## src/rtl/iid_regs.vh

```
// Constants for the integer instruction decode and timing block.
`ifndef IID_REGS_VH
`define IID_REGS_VH
// Register offsets (byte addresses, one 32-bit word each).
`define IID_ADDR_CTRL 8'h00
`define IID_ADDR_STAT 8'h04
`define IID_ADDR_RETIRED 8'h08
`define IID_CTRL_RESET 1'h1
// Flag vector bit positions.
`define IID_F_OF 5
`define IID_F_SF 4
`define IID_F_ZF 3
`define IID_F_AF 2
`define IID_F_PF 1
`define IID_F_CF 0
// Opcode bytes.
`define IID_OP_AAA 8'h37
`define IID_OP_AAS 8'h3f
`define IID_OP_AAM 8'hd4
`define IID_OP_AAD 8'hd5
`define IID_OP_BASE 8'h0a
`define IID_OP_ESC 8'h0f
`define IID_OP_BB0 8'h3a
`define IID_OP_BB1 8'h3b
`define IID_OP_BSF 8'hbc
`define IID_OP_BOUND 8'h62
`define IID_OP_ADJUST_REQUESTED_PRIVILEGE 8'h63
`define IID_NIB_ADD 4'h0
`define IID_NIB_ADC 4'h1
`define IID_NIB_AND 4'h2
`define IID_NIB_GRP 4'h8
`define IID_GRP_ADD 3'h0
`define IID_GRP_ADC 3'h2
`define IID_GRP_AND 3'h4
// Instruction classes.
`define IID_C_NONE 4'h0
`define IID_C_AAA 4'h1
`define IID_C_AAD 4'h2
`define IID_C_AAM 4'h3
`define IID_C_AAS 4'h4
`define IID_C_ADC 4'h5
`define IID_C_ADD 4'h6
`define IID_C_AND 4'h7
`define IID_C_ADJUST_REQUESTED_PRIVILEGE 4'h8
`define IID_C_BB0 4'h9
`define IID_C_BB1 4'ha
`define IID_C_BOUND 4'hb
`define IID_C_BSF 4'hc
`define IID_C_UD 4'hf
// Clock counts.
`define IID_CLK_AAA 7'h03
`define IID_CLK_AAS 7'h03
`define IID_CLK_AAD 7'h07
`define IID_CLK_AAM 7'h13
`define IID_CLK_ALU 7'h01
`define IID_CLK_ADJUST_REQUESTED_PRIVILEGE 7'h09
`define IID_CLK_BB 7'h02
`define IID_CLK_BOUND_OUT 7'h08
`define IID_CLK_BOUND_IN 7'h07
`define IID_CLK_BSF_REG 7'h04
`define IID_CLK_BSF_MEM 7'h09
`define IID_CLK_UD 7'h01
`endif
```

## src/rtl/iid_decode.v

```verilog
// Opcode decoder and clock-count sequencer for one slice of the integer instruction set.
//
// Behaviour
// RQ1: Opcode 37 is ascii_adjust_after_sum, 3 clocks, updates AF CF, others undefined.
// RQ2: Bytes D5 0A are ascii_adjust_before_divide, 7 clocks, updates SF ZF PF.
// RQ3: Bytes D4 0A are ascii_adjust_after_multiply, 19 clocks, updates SF ZF PF.
// RQ4: Opcode 3F is ascii_adjust_after_subtract, 3 clocks, updates AF CF.
// RQ5: Nibble 1 with 00dw plus ModR/M is add-with-carry, 1 clock, six flags.
// RQ6: 80-83 with reg 010, or nibble 1 with 010w, is add-with-carry immediate.
// RQ7: Nibble 0 with 00dw plus ModR/M is add, 1 clock, six flags.
// RQ8: 80-83 with reg 000, or nibble 0 with 010w, is add immediate.
// RQ9: Nibble 2 with 00dw is AND: clears OF CF, updates SF ZF PF, AF undefined.
// RQ10: 80-83 with reg 100, or nibble 2 with 010w, is AND immediate.
// RQ11: Opcode 63 with ModR/M adjusts privilege, protected mode only, 9 clocks, ZF.
// RQ12: Bytes 0F 3A rewind blit buffer 0 pointer in 2 clocks, no flags.
// RQ13: Bytes 0F 3B rewind blit buffer 1 pointer in 2 clocks, no flags.
// RQ14: Opcode 62 out of range raises interrupt 5 after 8 clocks, no flags.
// RQ15: Opcode 62 in range completes in 7 clocks without interrupt.
// RQ16: Bytes 0F BC scan bits forward, ZF only, 4 clocks register, 9+n memory.
// RQ17: Opcode figures are hexadecimal; bracketed groups are binary bit fields.
// RQ18: Undefined flags may hold anything; they are reported, never relied upon.
// RQ19: Bit w picks width, d picks direction, s sign-extends the 8-bit immediate.
// RQ20: Memory forms of add, add-with-carry and AND take 1 clock, same flags.
//
// Strobed register access and the address map were left to the implementer.
`timescale 1ns/1ps
`default_nettype none
`include "iid_regs.vh"

module iid_decode (
  input wire clk,
  input wire rst_b,
  input wire in_valid,
  input wire [7:0] in_byte,
  output wire in_ready,
  input wire prot_mode,
  input wire bound_out_of_range,
  input wire [5:0] bsf_scan_count,
  output reg done_ff,
  output reg [3:0] op_class_ff,
  output reg [5:0] flag_upd_ff,
  output reg [5:0] flag_clr_ff,
  output reg [5:0] flag_undef_ff,
  output reg op_width_ff,
  output reg op_dir_ff,
  output reg op_sext_ff,
  output reg op_mem_ff,
  output reg op_imm_ff,
  output reg int5_ff,
  output reg undef_op_ff,
  output reg blit_buf0_pointer_rewind_ff,
  output reg blit_buf1_pointer_rewind_ff,
  input wire [7:0] reg_addr,
  input wire [31:0] reg_wdata,
  input wire reg_wr,
  input wire reg_rd,
  output reg [31:0] reg_rdata_ff
);

  localparam [1:0] ST_IDLE = 2'h0;
  localparam [1:0] ST_SECOND = 2'h1;
  localparam [1:0] ST_MODRM = 2'h2;
  localparam [1:0] ST_EXEC = 2'h3;

  reg [1:0] state_ff;
  reg [1:0] nxt_state;
  reg [6:0] cnt_ff;
  reg [6:0] nxt_cnt;
  reg [7:0] first_ff;
  reg [3:0] cls_ff;
  reg [3:0] nxt_cls;
  reg launch;
  reg [6:0] launch_cnt;
  reg launch_mem;
  reg launch_imm;
  reg launch_int5;
  reg ctrl_en_ff;
  reg [15:0] retired_ff;
  reg [5:0] upd;
  reg [5:0] clr;
  reg [5:0] und;
  reg pend_int5_ff;
  wire take;
  wire [1:0] modrm_mod;
  wire [2:0] modrm_reg;
  wire finish;

  // Bytes are only accepted while no instruction is timing out its clocks.
  assign in_ready = ctrl_en_ff && (state_ff != ST_EXEC);
  assign take = in_valid && in_ready;
  assign modrm_mod = in_byte[7:6];
  assign modrm_reg = in_byte[5:3];
  assign finish = (state_ff == ST_EXEC) && (cnt_ff == 7'h01);

  ////////////////////////////////////////////////////////////////////////////
  // Byte sequencer: first byte, second opcode byte, ModR/M, then clock count.
  always @* begin
    nxt_state = state_ff;
    nxt_cls = cls_ff;
    nxt_cnt = cnt_ff;
    launch = 1'b0;
    launch_cnt = `IID_CLK_UD;
    launch_mem = 1'b0;
    launch_imm = 1'b0;
    launch_int5 = 1'b0;
    case (state_ff)
      ST_IDLE: begin
        if (take) begin
          // Opcode bytes compare as hexadecimal; bracketed fields as bits.
          case (in_byte) // RQ17
            `IID_OP_AAA: begin
              nxt_cls = `IID_C_AAA; // RQ1
              launch = 1'b1;
              launch_cnt = `IID_CLK_AAA; // RQ1
            end
            `IID_OP_AAS: begin
              nxt_cls = `IID_C_AAS; // RQ4
              launch = 1'b1;
              launch_cnt = `IID_CLK_AAS; // RQ4
            end
            `IID_OP_AAM, `IID_OP_AAD, `IID_OP_ESC: begin
              nxt_state = ST_SECOND;
            end
            `IID_OP_BOUND: begin
              nxt_cls = `IID_C_BOUND;
              nxt_state = ST_MODRM;
            end
            `IID_OP_ADJUST_REQUESTED_PRIVILEGE: begin
              nxt_cls = `IID_C_ADJUST_REQUESTED_PRIVILEGE;
              nxt_state = ST_MODRM;
            end
            default: begin
              if ((in_byte[7:4] == `IID_NIB_GRP) && (in_byte[3:2] == 2'h0)) begin
                nxt_cls = `IID_C_NONE; // Group form: reg field chooses.
                nxt_state = ST_MODRM;
              end else if (in_byte[7:4] <= `IID_NIB_AND) begin
                nxt_cls = (in_byte[7:4] == `IID_NIB_ADD) ? `IID_C_ADD : // RQ7 RQ8
                          (in_byte[7:4] == `IID_NIB_ADC) ? `IID_C_ADC : // RQ5 RQ6
                          `IID_C_AND; // RQ9 RQ10
                if (in_byte[3:2] == 2'h0) begin
                  nxt_state = ST_MODRM;
                end else if (in_byte[3:1] == 3'h2) begin
                  // Accumulator immediate form needs no ModR/M byte.
                  launch = 1'b1; // RQ6 RQ8 RQ10
                  launch_cnt = `IID_CLK_ALU;
                  launch_imm = 1'b1;
                end else begin
                  nxt_cls = `IID_C_UD;
                  launch = 1'b1;
                end
              end else begin
                nxt_cls = `IID_C_UD;
                launch = 1'b1;
              end
            end
          endcase
        end
      end
      ST_SECOND: begin
        if (take) begin
          launch = 1'b1;
          nxt_cls = `IID_C_UD;
          if (first_ff == `IID_OP_ESC) begin
            if (in_byte == `IID_OP_BB0) begin
              nxt_cls = `IID_C_BB0; // RQ12
              launch_cnt = `IID_CLK_BB;
            end else if (in_byte == `IID_OP_BB1) begin
              nxt_cls = `IID_C_BB1; // RQ13
              launch_cnt = `IID_CLK_BB;
            end else if (in_byte == `IID_OP_BSF) begin
              nxt_cls = `IID_C_BSF; // RQ16
              launch = 1'b0;
              nxt_state = ST_MODRM;
            end
          end else if (in_byte == `IID_OP_BASE) begin
            if (first_ff == `IID_OP_AAD) begin
              nxt_cls = `IID_C_AAD; // RQ2
              launch_cnt = `IID_CLK_AAD;
            end else begin
              nxt_cls = `IID_C_AAM; // RQ3
              launch_cnt = `IID_CLK_AAM;
            end
          end
        end
      end
      ST_MODRM: begin
        if (take) begin
          launch = 1'b1;
          launch_mem = (modrm_mod != 2'h3); // RQ20
          case (cls_ff)
            `IID_C_NONE: begin
              launch_imm = 1'b1;
              launch_cnt = `IID_CLK_ALU;
              case (modrm_reg)
                `IID_GRP_ADD: nxt_cls = `IID_C_ADD; // RQ8
                `IID_GRP_ADC: nxt_cls = `IID_C_ADC; // RQ6
                `IID_GRP_AND: nxt_cls = `IID_C_AND; // RQ10
                default: nxt_cls = `IID_C_UD;
              endcase
            end
            `IID_C_ADJUST_REQUESTED_PRIVILEGE: begin
              // Outside protected mode the opcode is refused as undefined.
              nxt_cls = prot_mode ? `IID_C_ADJUST_REQUESTED_PRIVILEGE : `IID_C_UD; // RQ11
              launch_cnt = prot_mode ? `IID_CLK_ADJUST_REQUESTED_PRIVILEGE : `IID_CLK_UD; // RQ11
            end
            `IID_C_BOUND: begin
              launch_int5 = bound_out_of_range; // RQ14
              launch_cnt = bound_out_of_range ? `IID_CLK_BOUND_OUT :
                           `IID_CLK_BOUND_IN; // RQ14 RQ15
            end
            `IID_C_BSF: begin
              launch_cnt = launch_mem ? (`IID_CLK_BSF_MEM + {1'b0, bsf_scan_count}) :
                           `IID_CLK_BSF_REG; // RQ16
            end
            default: begin
              launch_cnt = `IID_CLK_ALU; // RQ5 RQ7 RQ9 RQ20
            end
          endcase
        end
      end
      ST_EXEC: begin
        nxt_cnt = cnt_ff - 7'h01;
        if (finish) begin
          nxt_state = ST_IDLE;
        end
      end
      default: begin
        nxt_state = ST_IDLE;
      end
    endcase
    if (launch) begin
      nxt_state = ST_EXEC;
      nxt_cnt = launch_cnt;
    end
  end

  ////////////////////////////////////////////////////////////////////////////
  // Flag effect of the class being launched: update, clear and undefined.
  always @* begin
    upd = 6'h00;
    clr = 6'h00;
    und = 6'h00;
    case (nxt_cls)
      `IID_C_AAA, `IID_C_AAS: begin
        upd = 6'h05; // RQ1 RQ4
        und = 6'h3a; // RQ18
      end
      `IID_C_AAD, `IID_C_AAM: begin
        upd = 6'h1a; // RQ2 RQ3
        und = 6'h25; // RQ18
      end
      `IID_C_ADC, `IID_C_ADD: begin
        upd = 6'h3f; // RQ5 RQ7 RQ20
      end
      `IID_C_AND: begin
        upd = 6'h1a; // RQ9
        clr = 6'h21; // RQ9
        und = 6'h04; // RQ18
      end
      `IID_C_ADJUST_REQUESTED_PRIVILEGE, `IID_C_BSF: begin
        upd = 6'h08; // RQ11 RQ16
      end
      default: begin
        upd = 6'h00; // RQ12 RQ13 RQ14 RQ15
      end
    endcase
  end

  ////////////////////////////////////////////////////////////////////////////
  // State, decoded operation and completion pulses.
  always @(posedge clk or negedge rst_b) begin
    if (!rst_b) begin
      state_ff <= ST_IDLE;
      cnt_ff <= 7'h00;
      first_ff <= 8'h00;
      cls_ff <= `IID_C_NONE;
      done_ff <= 1'b0;
      op_class_ff <= `IID_C_NONE;
      flag_upd_ff <= 6'h00;
      flag_clr_ff <= 6'h00;
      flag_undef_ff <= 6'h00;
      op_width_ff <= 1'b0;
      op_dir_ff <= 1'b0;
      op_sext_ff <= 1'b0;
      op_mem_ff <= 1'b0;
      op_imm_ff <= 1'b0;
      int5_ff <= 1'b0;
      undef_op_ff <= 1'b0;
      blit_buf0_pointer_rewind_ff <= 1'b0;
      blit_buf1_pointer_rewind_ff <= 1'b0;
    end else begin
      state_ff <= nxt_state;
      cnt_ff <= nxt_cnt;
      cls_ff <= nxt_cls;
      if (take && (state_ff == ST_IDLE)) begin
        first_ff <= in_byte;
      end
      // Results are latched at launch and stand until the next launch.
      if (launch) begin
        op_class_ff <= nxt_cls;
        flag_upd_ff <= upd;
        flag_clr_ff <= clr;
        flag_undef_ff <= und;
        op_mem_ff <= launch_mem;
        op_imm_ff <= launch_imm;
        op_width_ff <= first_ff[0]; // RQ19
        op_dir_ff <= first_ff[1] && !launch_imm; // RQ19
        op_sext_ff <= first_ff[1] && launch_imm && (first_ff[7:4] == `IID_NIB_GRP); // RQ19
        if (state_ff == ST_IDLE) begin
          op_width_ff <= in_byte[0]; // RQ19
          op_dir_ff <= 1'b0;
          op_sext_ff <= 1'b0;
        end
        int5_ff <= 1'b0;
      end
      if (launch_int5) begin
        int5_ff <= 1'b0;
      end
      // Pulses fire in the cycle after the last counted clock.
      done_ff <= finish;
      int5_ff <= finish && (op_class_ff == `IID_C_BOUND) && (cnt_ff == 7'h01) &&
                 pend_int5_ff; // RQ14
      undef_op_ff <= finish && (op_class_ff == `IID_C_UD);
      blit_buf0_pointer_rewind_ff <= finish && (op_class_ff == `IID_C_BB0); // RQ12
      blit_buf1_pointer_rewind_ff <= finish && (op_class_ff == `IID_C_BB1); // RQ13
    end
  end

  ////////////////////////////////////////////////////////////////////////////
  // Out-of-range verdict held until the bound check retires.
  always @(posedge clk or negedge rst_b) begin
    if (!rst_b) begin
      pend_int5_ff <= 1'b0;
    end else if (launch) begin
      pend_int5_ff <= launch_int5; // RQ14 RQ15
    end
  end

  ////////////////////////////////////////////////////////////////////////////
  // Register port: control, status and retired count; unmapped reads zero.
  always @(posedge clk or negedge rst_b) begin
    if (!rst_b) begin
      ctrl_en_ff <= `IID_CTRL_RESET;
      retired_ff <= 16'h0000;
      reg_rdata_ff <= 32'h00000000;
    end else begin
      if (reg_wr && (reg_addr == `IID_ADDR_CTRL)) begin
        ctrl_en_ff <= reg_wdata[0];
      end
      // A write to the retired count clears it, but a retirement wins.
      if (finish) begin
        retired_ff <= retired_ff + 16'h0001;
      end else if (reg_wr && (reg_addr == `IID_ADDR_RETIRED)) begin
        retired_ff <= 16'h0000;
      end
      reg_rdata_ff <= 32'h00000000;
      if (reg_rd) begin
        case (reg_addr)
          `IID_ADDR_CTRL: reg_rdata_ff <= {31'h00000000, ctrl_en_ff};
          `IID_ADDR_STAT: reg_rdata_ff <= {24'h000000, state_ff, 2'h0, op_class_ff};
          `IID_ADDR_RETIRED: reg_rdata_ff <= {16'h0000, retired_ff};
          default: reg_rdata_ff <= 32'h00000000;
        endcase
      end
    end
  end

endmodule // iid_decode

`default_nettype wire

```

## config.mk

```make
export PLATFORM = sky130hd
export DESIGN_NAME = iid_decode
export DESIGN_NICKNAME = d
export VERILOG_FILES = /design/src/rtl/iid_decode.v
export VERILOG_INCLUDE_DIRS = /design/src /design/src/rtl
export SDC_FILE = /design/constraint.sdc
export NUM_CORES = 1
export LEC_CHECK = 0
export BUFFER_PORTS_ARGS = -buffer_cell sky130_fd_sc_hd__buf_2
export CELL_PAD_IN_SITES_DETAIL_PLACEMENT = 1
export CELL_PAD_IN_SITES_GLOBAL_PLACEMENT = 1
export CORE_ASPECT_RATIO = 1.25
export CORE_MARGIN = 1.5
export CORE_UTILIZATION = 32
export DETAILED_ROUTE_END_ITERATION = 6
export MAX_ROUTING_LAYER = met4
export PLACE_DENSITY = 0.74
export SYNTH_ARGS = -nofsm -noshare
export SYNTH_HDL_FRONTEND = slang
export SYNTH_SLANG_ARGS = --single-unit
```

## constraint.sdc

```tcl
create_clock -name clk -period 2.45 [get_ports clk]
set_input_delay 0.245 -clock clk [delete_from_list [all_inputs] [get_ports clk]]
set_output_delay 0.245 -clock clk [all_outputs]
set_load 0.01 [all_outputs]
```

---- After elaboration in Yosys (flattened, before gate mapping) ----
Cells that the tools add are included.
word-level totals
  register bits ........................... 103
  bits in latches ......................... 0
  bits in writable memories ............... 0
  bits in read-only memories .............. 0
  bits of input ports ..................... 61
  logic and storage cells ................. 201
  memories ................................ 0
cells by class
  add/subtract/negate cells ............... 3
  $mul .................................... 0
  divide/modulo/power cells ............... 0
  order comparisons ....................... 1
  equality and inequality tests ........... 53
  shift operators ......................... 0
  multiplexer cells ....................... 85
  bitwise logic cells ..................... 0
  reduce and logical (&&, ||, !) cells .... 37
operators by type and width
  operator                                              number
  2-to-1 mux 16 bit                                     3
  case mux 16 bit (3 select lines)                      1
  equality test 4 bit (second input constant)           11
  2-to-1 mux 4 bit                                      11
  2-to-1 mux 7 bit                                      6
  case mux 7 bit (3 select lines)                       2
  2-to-1 mux 2 bit                                      18
  equality test 8 x 4 -> 1 bit (second input constant)  4
  equality test 8 x 6 -> 1 bit (second input constant)  4
  equality test 8 bit (second input constant)           4
  2-to-1 mux 1 bit                                      27
  != test 3 bit (second input constant)                 8
  case mux 4 bit (3 select lines)                       2
  case mux 6 bit (4 select lines)                       1
  case mux 4 bit (5 select lines)                       1
  case mux 6 bit (3 select lines)                       1
  adder 16 x 1 -> 16 bit (second input constant)        1
  equality test 4 x 3 -> 1 bit (second input constant)  4
  equality test 8 x 7 -> 1 bit (second input constant)  2
  logical AND 1 bit                                     16
  != test 6 x 5 -> 1 bit (second input constant)        2
  case mux 2 bit (3 select lines)                       2
  OR reduction 2 bit                                    6
  AND reduction 11 bit                                  1
  other kinds (28)                                      41

---- Logic depth before layout (Yosys ltp) ----
  depth in word-level cells ............... 13
  mapped depth ............................ 11

---- Worst setup path after synthesis ----
OpenSTA, ideal clock, no wires.
  kind .................................... register to register
  start point ............................. reg first_ff[1]
  end point ............................... reg flag_undef_ff[5]
  library setup time ...................... 126 ps
  arrival ................................. 2177 ps
  required time ........................... 2324 ps
  setup slack ............................. 147 ps
  stages on the path, launching flop included .. 10
  path buffers ............................ 1
  cells stage by stage .................... dfrtp_1 -> and4bb_1 -> a211o_1 -> a21oi_2 -> o32ai_1 -> a211o_1 -> and2_1 -> buf_6 -> xor2_1 -> a221o_1
RTL lines
  element                                                     RTL line          source
  from (decl)                                                 iid_decode.v:69   reg [7:0] first_ff;
  from (signal assigned)                                      iid_decode.v:296  first_ff <= in_byte;
  equality test 8 x 4 -> 1 bit (no source line) *             -
  2-to-1 mux 4 bit *                                          iid_decode.v:163  if (first_ff == `IID_OP_ESC) begin
  2-to-1 mux 4 bit *                                          iid_decode.v:160  if (take) begin
  case mux 4 bit (3 select lines) *                           iid_decode.v:106  case (state_ff)
  named net nxt_cls[2]                                        iid_decode.v:71   reg [3:0] nxt_cls;
  equality test 4 x 2 -> 1 bit, or another cell as far along  iid_decode.v:243  case (nxt_cls)
  OR reduction 2 bit                                          iid_decode.v:243
  case mux 6 bit (3 select lines) *                           iid_decode.v:243
  to (signal assigned)                                        iid_decode.v:303  flag_undef_ff <= und;
  to (decl)                                                   iid_decode.v:43   output reg [5:0] flag_undef_ff,
Mark *: on every way through the listed nets, which the timed path passes. The rest lies on a longest branch.
A chain may end at the register's enable or synchronous reset.

---- Final worst setup path ----
  start point ............................. reg first_ff[5]
  end point ............................... reg flag_upd_ff[3]
on the way
  longest elaborated chain between the ends .. 9
RTL lines
  element                                                                           RTL line          source
  equality test 8 bit (no source line)                                              -
  2-to-1 mux 1 bit                                                                  iid_decode.v:176  if (first_ff == `IID_OP_AAD) begin
  2-to-1 mux 4 bit                                                                  iid_decode.v:175  end else if (in_byte == `IID_OP_BASE) begin
  2-to-1 mux 4 bit                                                                  iid_decode.v:163
  2-to-1 mux 4 bit                                                                  iid_decode.v:160
  case mux 4 bit (3 select lines)                                                   iid_decode.v:106
  equality test 4 x 3 -> 1 bit, or another cell as far along                        iid_decode.v:243
  OR reduction 3 bit (no source line) / OR reduction 2 bit (equally long branches)  -
  case mux 6 bit (4 select lines)                                                   iid_decode.v:243
  to (signal assigned)                                                              iid_decode.v:301  flag_upd_ff <= upd;
  to (decl)                                                                         iid_decode.v:41   output reg [5:0] flag_upd_ff,
Parallel ways exist; a longest one is shown, timed or not.

==> flow_summary.rst <==
.. list-table::
   :header-rows: 1

   * - Metric
     - Value
   * - Run status
     - complete, no violations
   * - Mean post-synth cell area
     - 9.017 um2
   * - Required time of the worst setup path
     - 2660 ps
   * - Start point of the critical path
     - first_ff[5]
   * - I/O pins
     - 126
   * - GRT Util Overall
     - 19.40%
   * - Cell count after synthesis
     - 498
   * - Worst vdd ir
     - 0.3005 mV
   * - Yosys synthesis warning count
     - 0
   * - Wire length reported by the detailed router
     - 13060 um
   * - Final setup violation count
     - 0
   * - Post-placement worst setup slack
     - -107.9 ps
   * - Number of buffers inserted by hold repair at cts
     - 0
   * - Number of cells on the worst reg-to-reg path
     - 9
   * - Clock insertion delay at the later pin of the skew report
     - 330 ps
   * - Count of cell types in the netlist
     - 75
   * - Count of filler cells inserted in the layout
     - 1667
   * - Vias in the first global route
     - 4423
   * - Mean routed wirelength per cell
     - 16.43 um
   * - Tightest hold margin
     - 93.20 ps
   * - Number of enable-type register cells in the synthesized netlist
     - 0
   * - Floorplan die width
     - 109.0 um
   * - Leakage power of the design
     - 2.744 nW
   * - Final hold violations
     - 0
   * - Antenna violations before repair
     - 0
   * - Die ar.
     - 14760 um2
   * - Kind of launch point of the worst setup path
     - flop
   * - Placer Congestion
     - 0.8676
   * - Number of levels in the clock H-tree
     - 3
   * - Clock-pin slew reported for the worst setup and hold paths after clock tree synthesis
     - 60 ps
   * - Reg-to-Reg End
     - flag_upd_ff[3]
   * - Vias after detailed routing
     - 4123
   * - Initial standard-cell utilization of the core
     - 32.65%
   * - Fraction of layout instances using a drive strength above 1
     - 29.52%
   * - Total power per unit cell area
     - 791.0 nW/um2
   * - Synthesis-stage register bit count
     - 78
   * - Power Total
     - 4.476 mW
   * - Detailed-route DRC error count
     - 0
   * - Core area
     - 13750 um2
   * - Setup slack of the critical path after layout
     - 40.14 ps
   * - Remaining global-route overflow
     - 0
   * - Least-Margin Pin Slew
     - 983.3 ps
   * - Unrepaired setup endpoints after global routing
     - true
   * - Proportion of synthesized chip area in sequential cells
     - 43.49%
   * - Wire length of the first global-routing pass
     - 21870 um
   * - Detail Placement HPWL
     - 10110 um
   * - Synthesized area
     - 4491 um2
   * - Capture point of the worst path
     - flag_upd_ff[3]
   * - Largest net degree at the start of global routing
     - 79
   * - Num CTS Buffers
     - 9
   * - Reg-to-Reg Start
     - first_ff[5]
   * - Antenna-violating nets left
     - 0
   * - Most used cells in the layout excluding fill and tap cells
     - sky130_fd_sc_hd__nand2_1, sky130_fd_sc_hd__dfrtp_1, sky130_fd_sc_hd__buf_2, sky130_fd_sc_hd__buf_4, sky130_fd_sc_hd__nor2_1
   * - Slack of the worst reg-to-reg path
     - 40 ps
   * - Number of iterations in the first detailed-routing pass
     - 4
   * - Post-route fraction of the period consumed by the critical path
     - 98.36%
   * - Classification of the worst setup path
     - reg2reg
   * - Cell area after layout
     - 5659 um2
   * - Most frequent standard cell in the layout excluding fill and tap cells
     - sky130_fd_sc_hd__nand2_1
   * - Max Buffers Root-to-Sink
     - 2
   * - ANT cells
     - 0
   * - Number of standard-cell rows in the floorplan
     - 48
   * - Worst max-slew margin expressed relative to the limit
     - 34.45%
   * - Prevailing post-synth register cell
     - sky130_fd_sc_hd__dfrtp_1
   * - Max frequency
     - 415.0 MHz
   * - Data arrival time of the critical path
     - 2620 ps
   * - IO Port Bufs
     - 74
   * - Final layout net count
     - 681
   * - Clock root buffer master
     - sky130_fd_sc_hd__clkbuf_16
   * - Detailed-route vias per instance
     - 5.186
   * - Post-layout min period
     - 2410 ps
   * - Max-slew violations
     - 0
   * - Floorplan die height
     - 135.4 um
   * - Largest clock skew in the final design
     - 5.893 ps
   * - Async set or reset register ratio after synthesis
     - 100.0%
   * - DRC violation total after the first TritonRoute iteration
     - 208
   * - Top fanout value on the critical path
     - 7
   * - Kind of capture point of the worst setup path
     - flop
   * - Max-Cap Viols
     - 0
   * - Clock tree from TritonCTS
     - built
   * - Number of clock sinks seen by CTS
     - 78
   * - Area growth syn-to-layout
     - 26.02%
   * - Dpl cell area
     - 5276 um2
   * - Final core utilization
     - 41.15%
   * - Path class of the lowest-slack min-delay path
     - in2async
through the flow:
step           TNS (ps)  instances
6_report              0        795
5_1_grt          -103.2        795
4_1_cts          -35.93        792
3_5_place_dp     -227.0        773
3_3_place_gp     -82.53        773
2_1_floorplan         0        517
state kept, by name, summed over array words and instances (netlist names), 2 cells and up:
register,flops
state_ff,2
flag_undef_ff,4
first_ff,8
cls_ff,4
reg_rdata_ff,16
cnt_ff,7
op_class_ff,4
retired_ff,16
flag_upd_ff,4
repair_timing:
item | 4_1_cts | 5_1_grt
pin swaps | 6 | 12
gates resized for setup | 6 | 6
endpoints found under the setup margin | 4 | 12
setup buffers | 4 | 3
per-layer routing:
| layer | up-vias | GRT usage, % | routed length, um |
|---|---|---|---|
| li1 | 1973 | - | - |
| met1 | 2043 | 22.91 | 5639 |
| met2 | 90 | 33.13 | 6763 |
| met3 | 17 | 2.838 | 449 |
| met4 | 0 | 7.237 | 209 |
| met5 | - | - | 0 |
cells by family (layout without fill, tap and decap cells):
| logic type | Yosys count | after routing | share of synthesized area (%) |
|---|---|---|---|
| buf+inv | 56 | 159 | 7.606 |
| xor+xnor | 8 | 8 | 1.560 |
| simple gates | 225 | 225 | 25.77 |
| other cells | 1 | 20 | 0.08351 |
| fa+ha+maj | 4 | 4 | 1.115 |
| flops | 78 | 78 | 43.49 |
| mux | 9 | 9 | 2.201 |
| compound gates | 117 | 117 | 18.17 |
worst min path at each step:
stage                     start                           to  cells past startpoint
6_report                  rst_b              reg_rdata_ff[3]                      1
5_1_grt                   rst_b               flag_clr_ff[0]                      1
4_1_cts                   rst_b                      int5_ff                      1
3_5_place_dp   flag_undef_ff[0]             flag_undef_ff[0]                      1
3_3_place_gp              rst_b                  undef_op_ff                      1
2_1_floorplan             rst_b  blit_buf0_pointer_rewind_ff                      0
synth_stat cells (3+ instances only):
master	count	share of area, %
sky130_fd_sc_hd__nor2b_1	4	0.56
sky130_fd_sc_hd__nand4_1	7	0.98
sky130_fd_sc_hd__or4_1	3	0.50
sky130_fd_sc_hd__and2_1	17	2.4
sky130_fd_sc_hd__nor2_1	39	3.3
sky130_fd_sc_hd__o211ai_1	5	0.84
sky130_fd_sc_hd__xnor2_1	5	0.98
sky130_fd_sc_hd__a22oi_1	6	1.0
sky130_fd_sc_hd__o31ai_1	5	0.84
sky130_fd_sc_hd__dfrtp_1	77	43
sky130_fd_sc_hd__mux2_2	4	1.0
sky130_fd_sc_hd__nand2b_1	6	0.84
sky130_fd_sc_hd__buf_2	9	1.0
sky130_fd_sc_hd__o22ai_1	3	0.42
sky130_fd_sc_hd__nand4b_1	3	0.59
sky130_fd_sc_hd__xor2_1	3	0.59
sky130_fd_sc_hd__o21ai_0	33	3.7
sky130_fd_sc_hd__inv_1	7	0.59
sky130_fd_sc_hd__a21oi_1	19	2.1
sky130_fd_sc_hd__nand3_1	19	2.1
sky130_fd_sc_hd__or2_2	5	0.70
sky130_fd_sc_hd__and3b_1	3	0.59
sky130_fd_sc_hd__nor3_1	12	1.3
sky130_fd_sc_hd__clkbuf_1	9	0.75
sky130_fd_sc_hd__buf_4	26	4.3
sky130_fd_sc_hd__and3_1	6	0.84
sky130_fd_sc_hd__nand2_1	78	6.5
sky130_fd_sc_hd__a21o_1	5	0.84
sky130_fd_sc_hd__nor4_1	5	0.70
sky130_fd_sc_hd__a211o_1	4	0.78
sky130_fd_sc_hd__mux2i_1	4	0.89
sky130_fd_sc_hd__ha_1	4	1.1
sky130_fd_sc_hd__nor4b_1	4	0.78
sky130_fd_sc_hd__a31oi_1	5	0.70
sky130_fd_sc_hd__buf_6	3	0.75
sky130_fd_sc_hd__a22o_1	3	0.59
where the power goes:
group          total (mW)  switching [mW]  internal (mW)
Combinational        1.42           0.738          0.680
Clock                1.31           0.502          0.807
Sequential           1.75           0.258           1.49
Total                4.48            1.50           2.98
final cells by class:
class | instances | area, um2 | area share, %
repair buffers | 135 | 867.1 | 15.32
multi-input cells | 383 | 2296 | 40.57
inverters | 9 | 33.78 | 0.5969
flip-flops and latches | 78 | 1953 | 34.51
clock buffers | 11 | 242.7 | 4.289
clock inverters | 4 | 47.55 | 0.8401
well taps | 175 | 219.0 | 3.869
critical path: stages, from the launching register on:
cell and delay [ps]:
sky130_fd_sc_hd__dfrtp_1 410, sky130_fd_sc_hd__and4bb_2 360, sky130_fd_sc_hd__buf_6 120, sky130_fd_sc_hd__nand4_1 100
sky130_fd_sc_hd__o31ai_1 290, sky130_fd_sc_hd__o22ai_1 160, sky130_fd_sc_hd__a41o_2 330, sky130_fd_sc_hd__a31oi_2 150
sky130_fd_sc_hd__nor3_1 80, sky130_fd_sc_hd__a211o_1 280
Note: power is estimated with default switching activity, not from simulation.
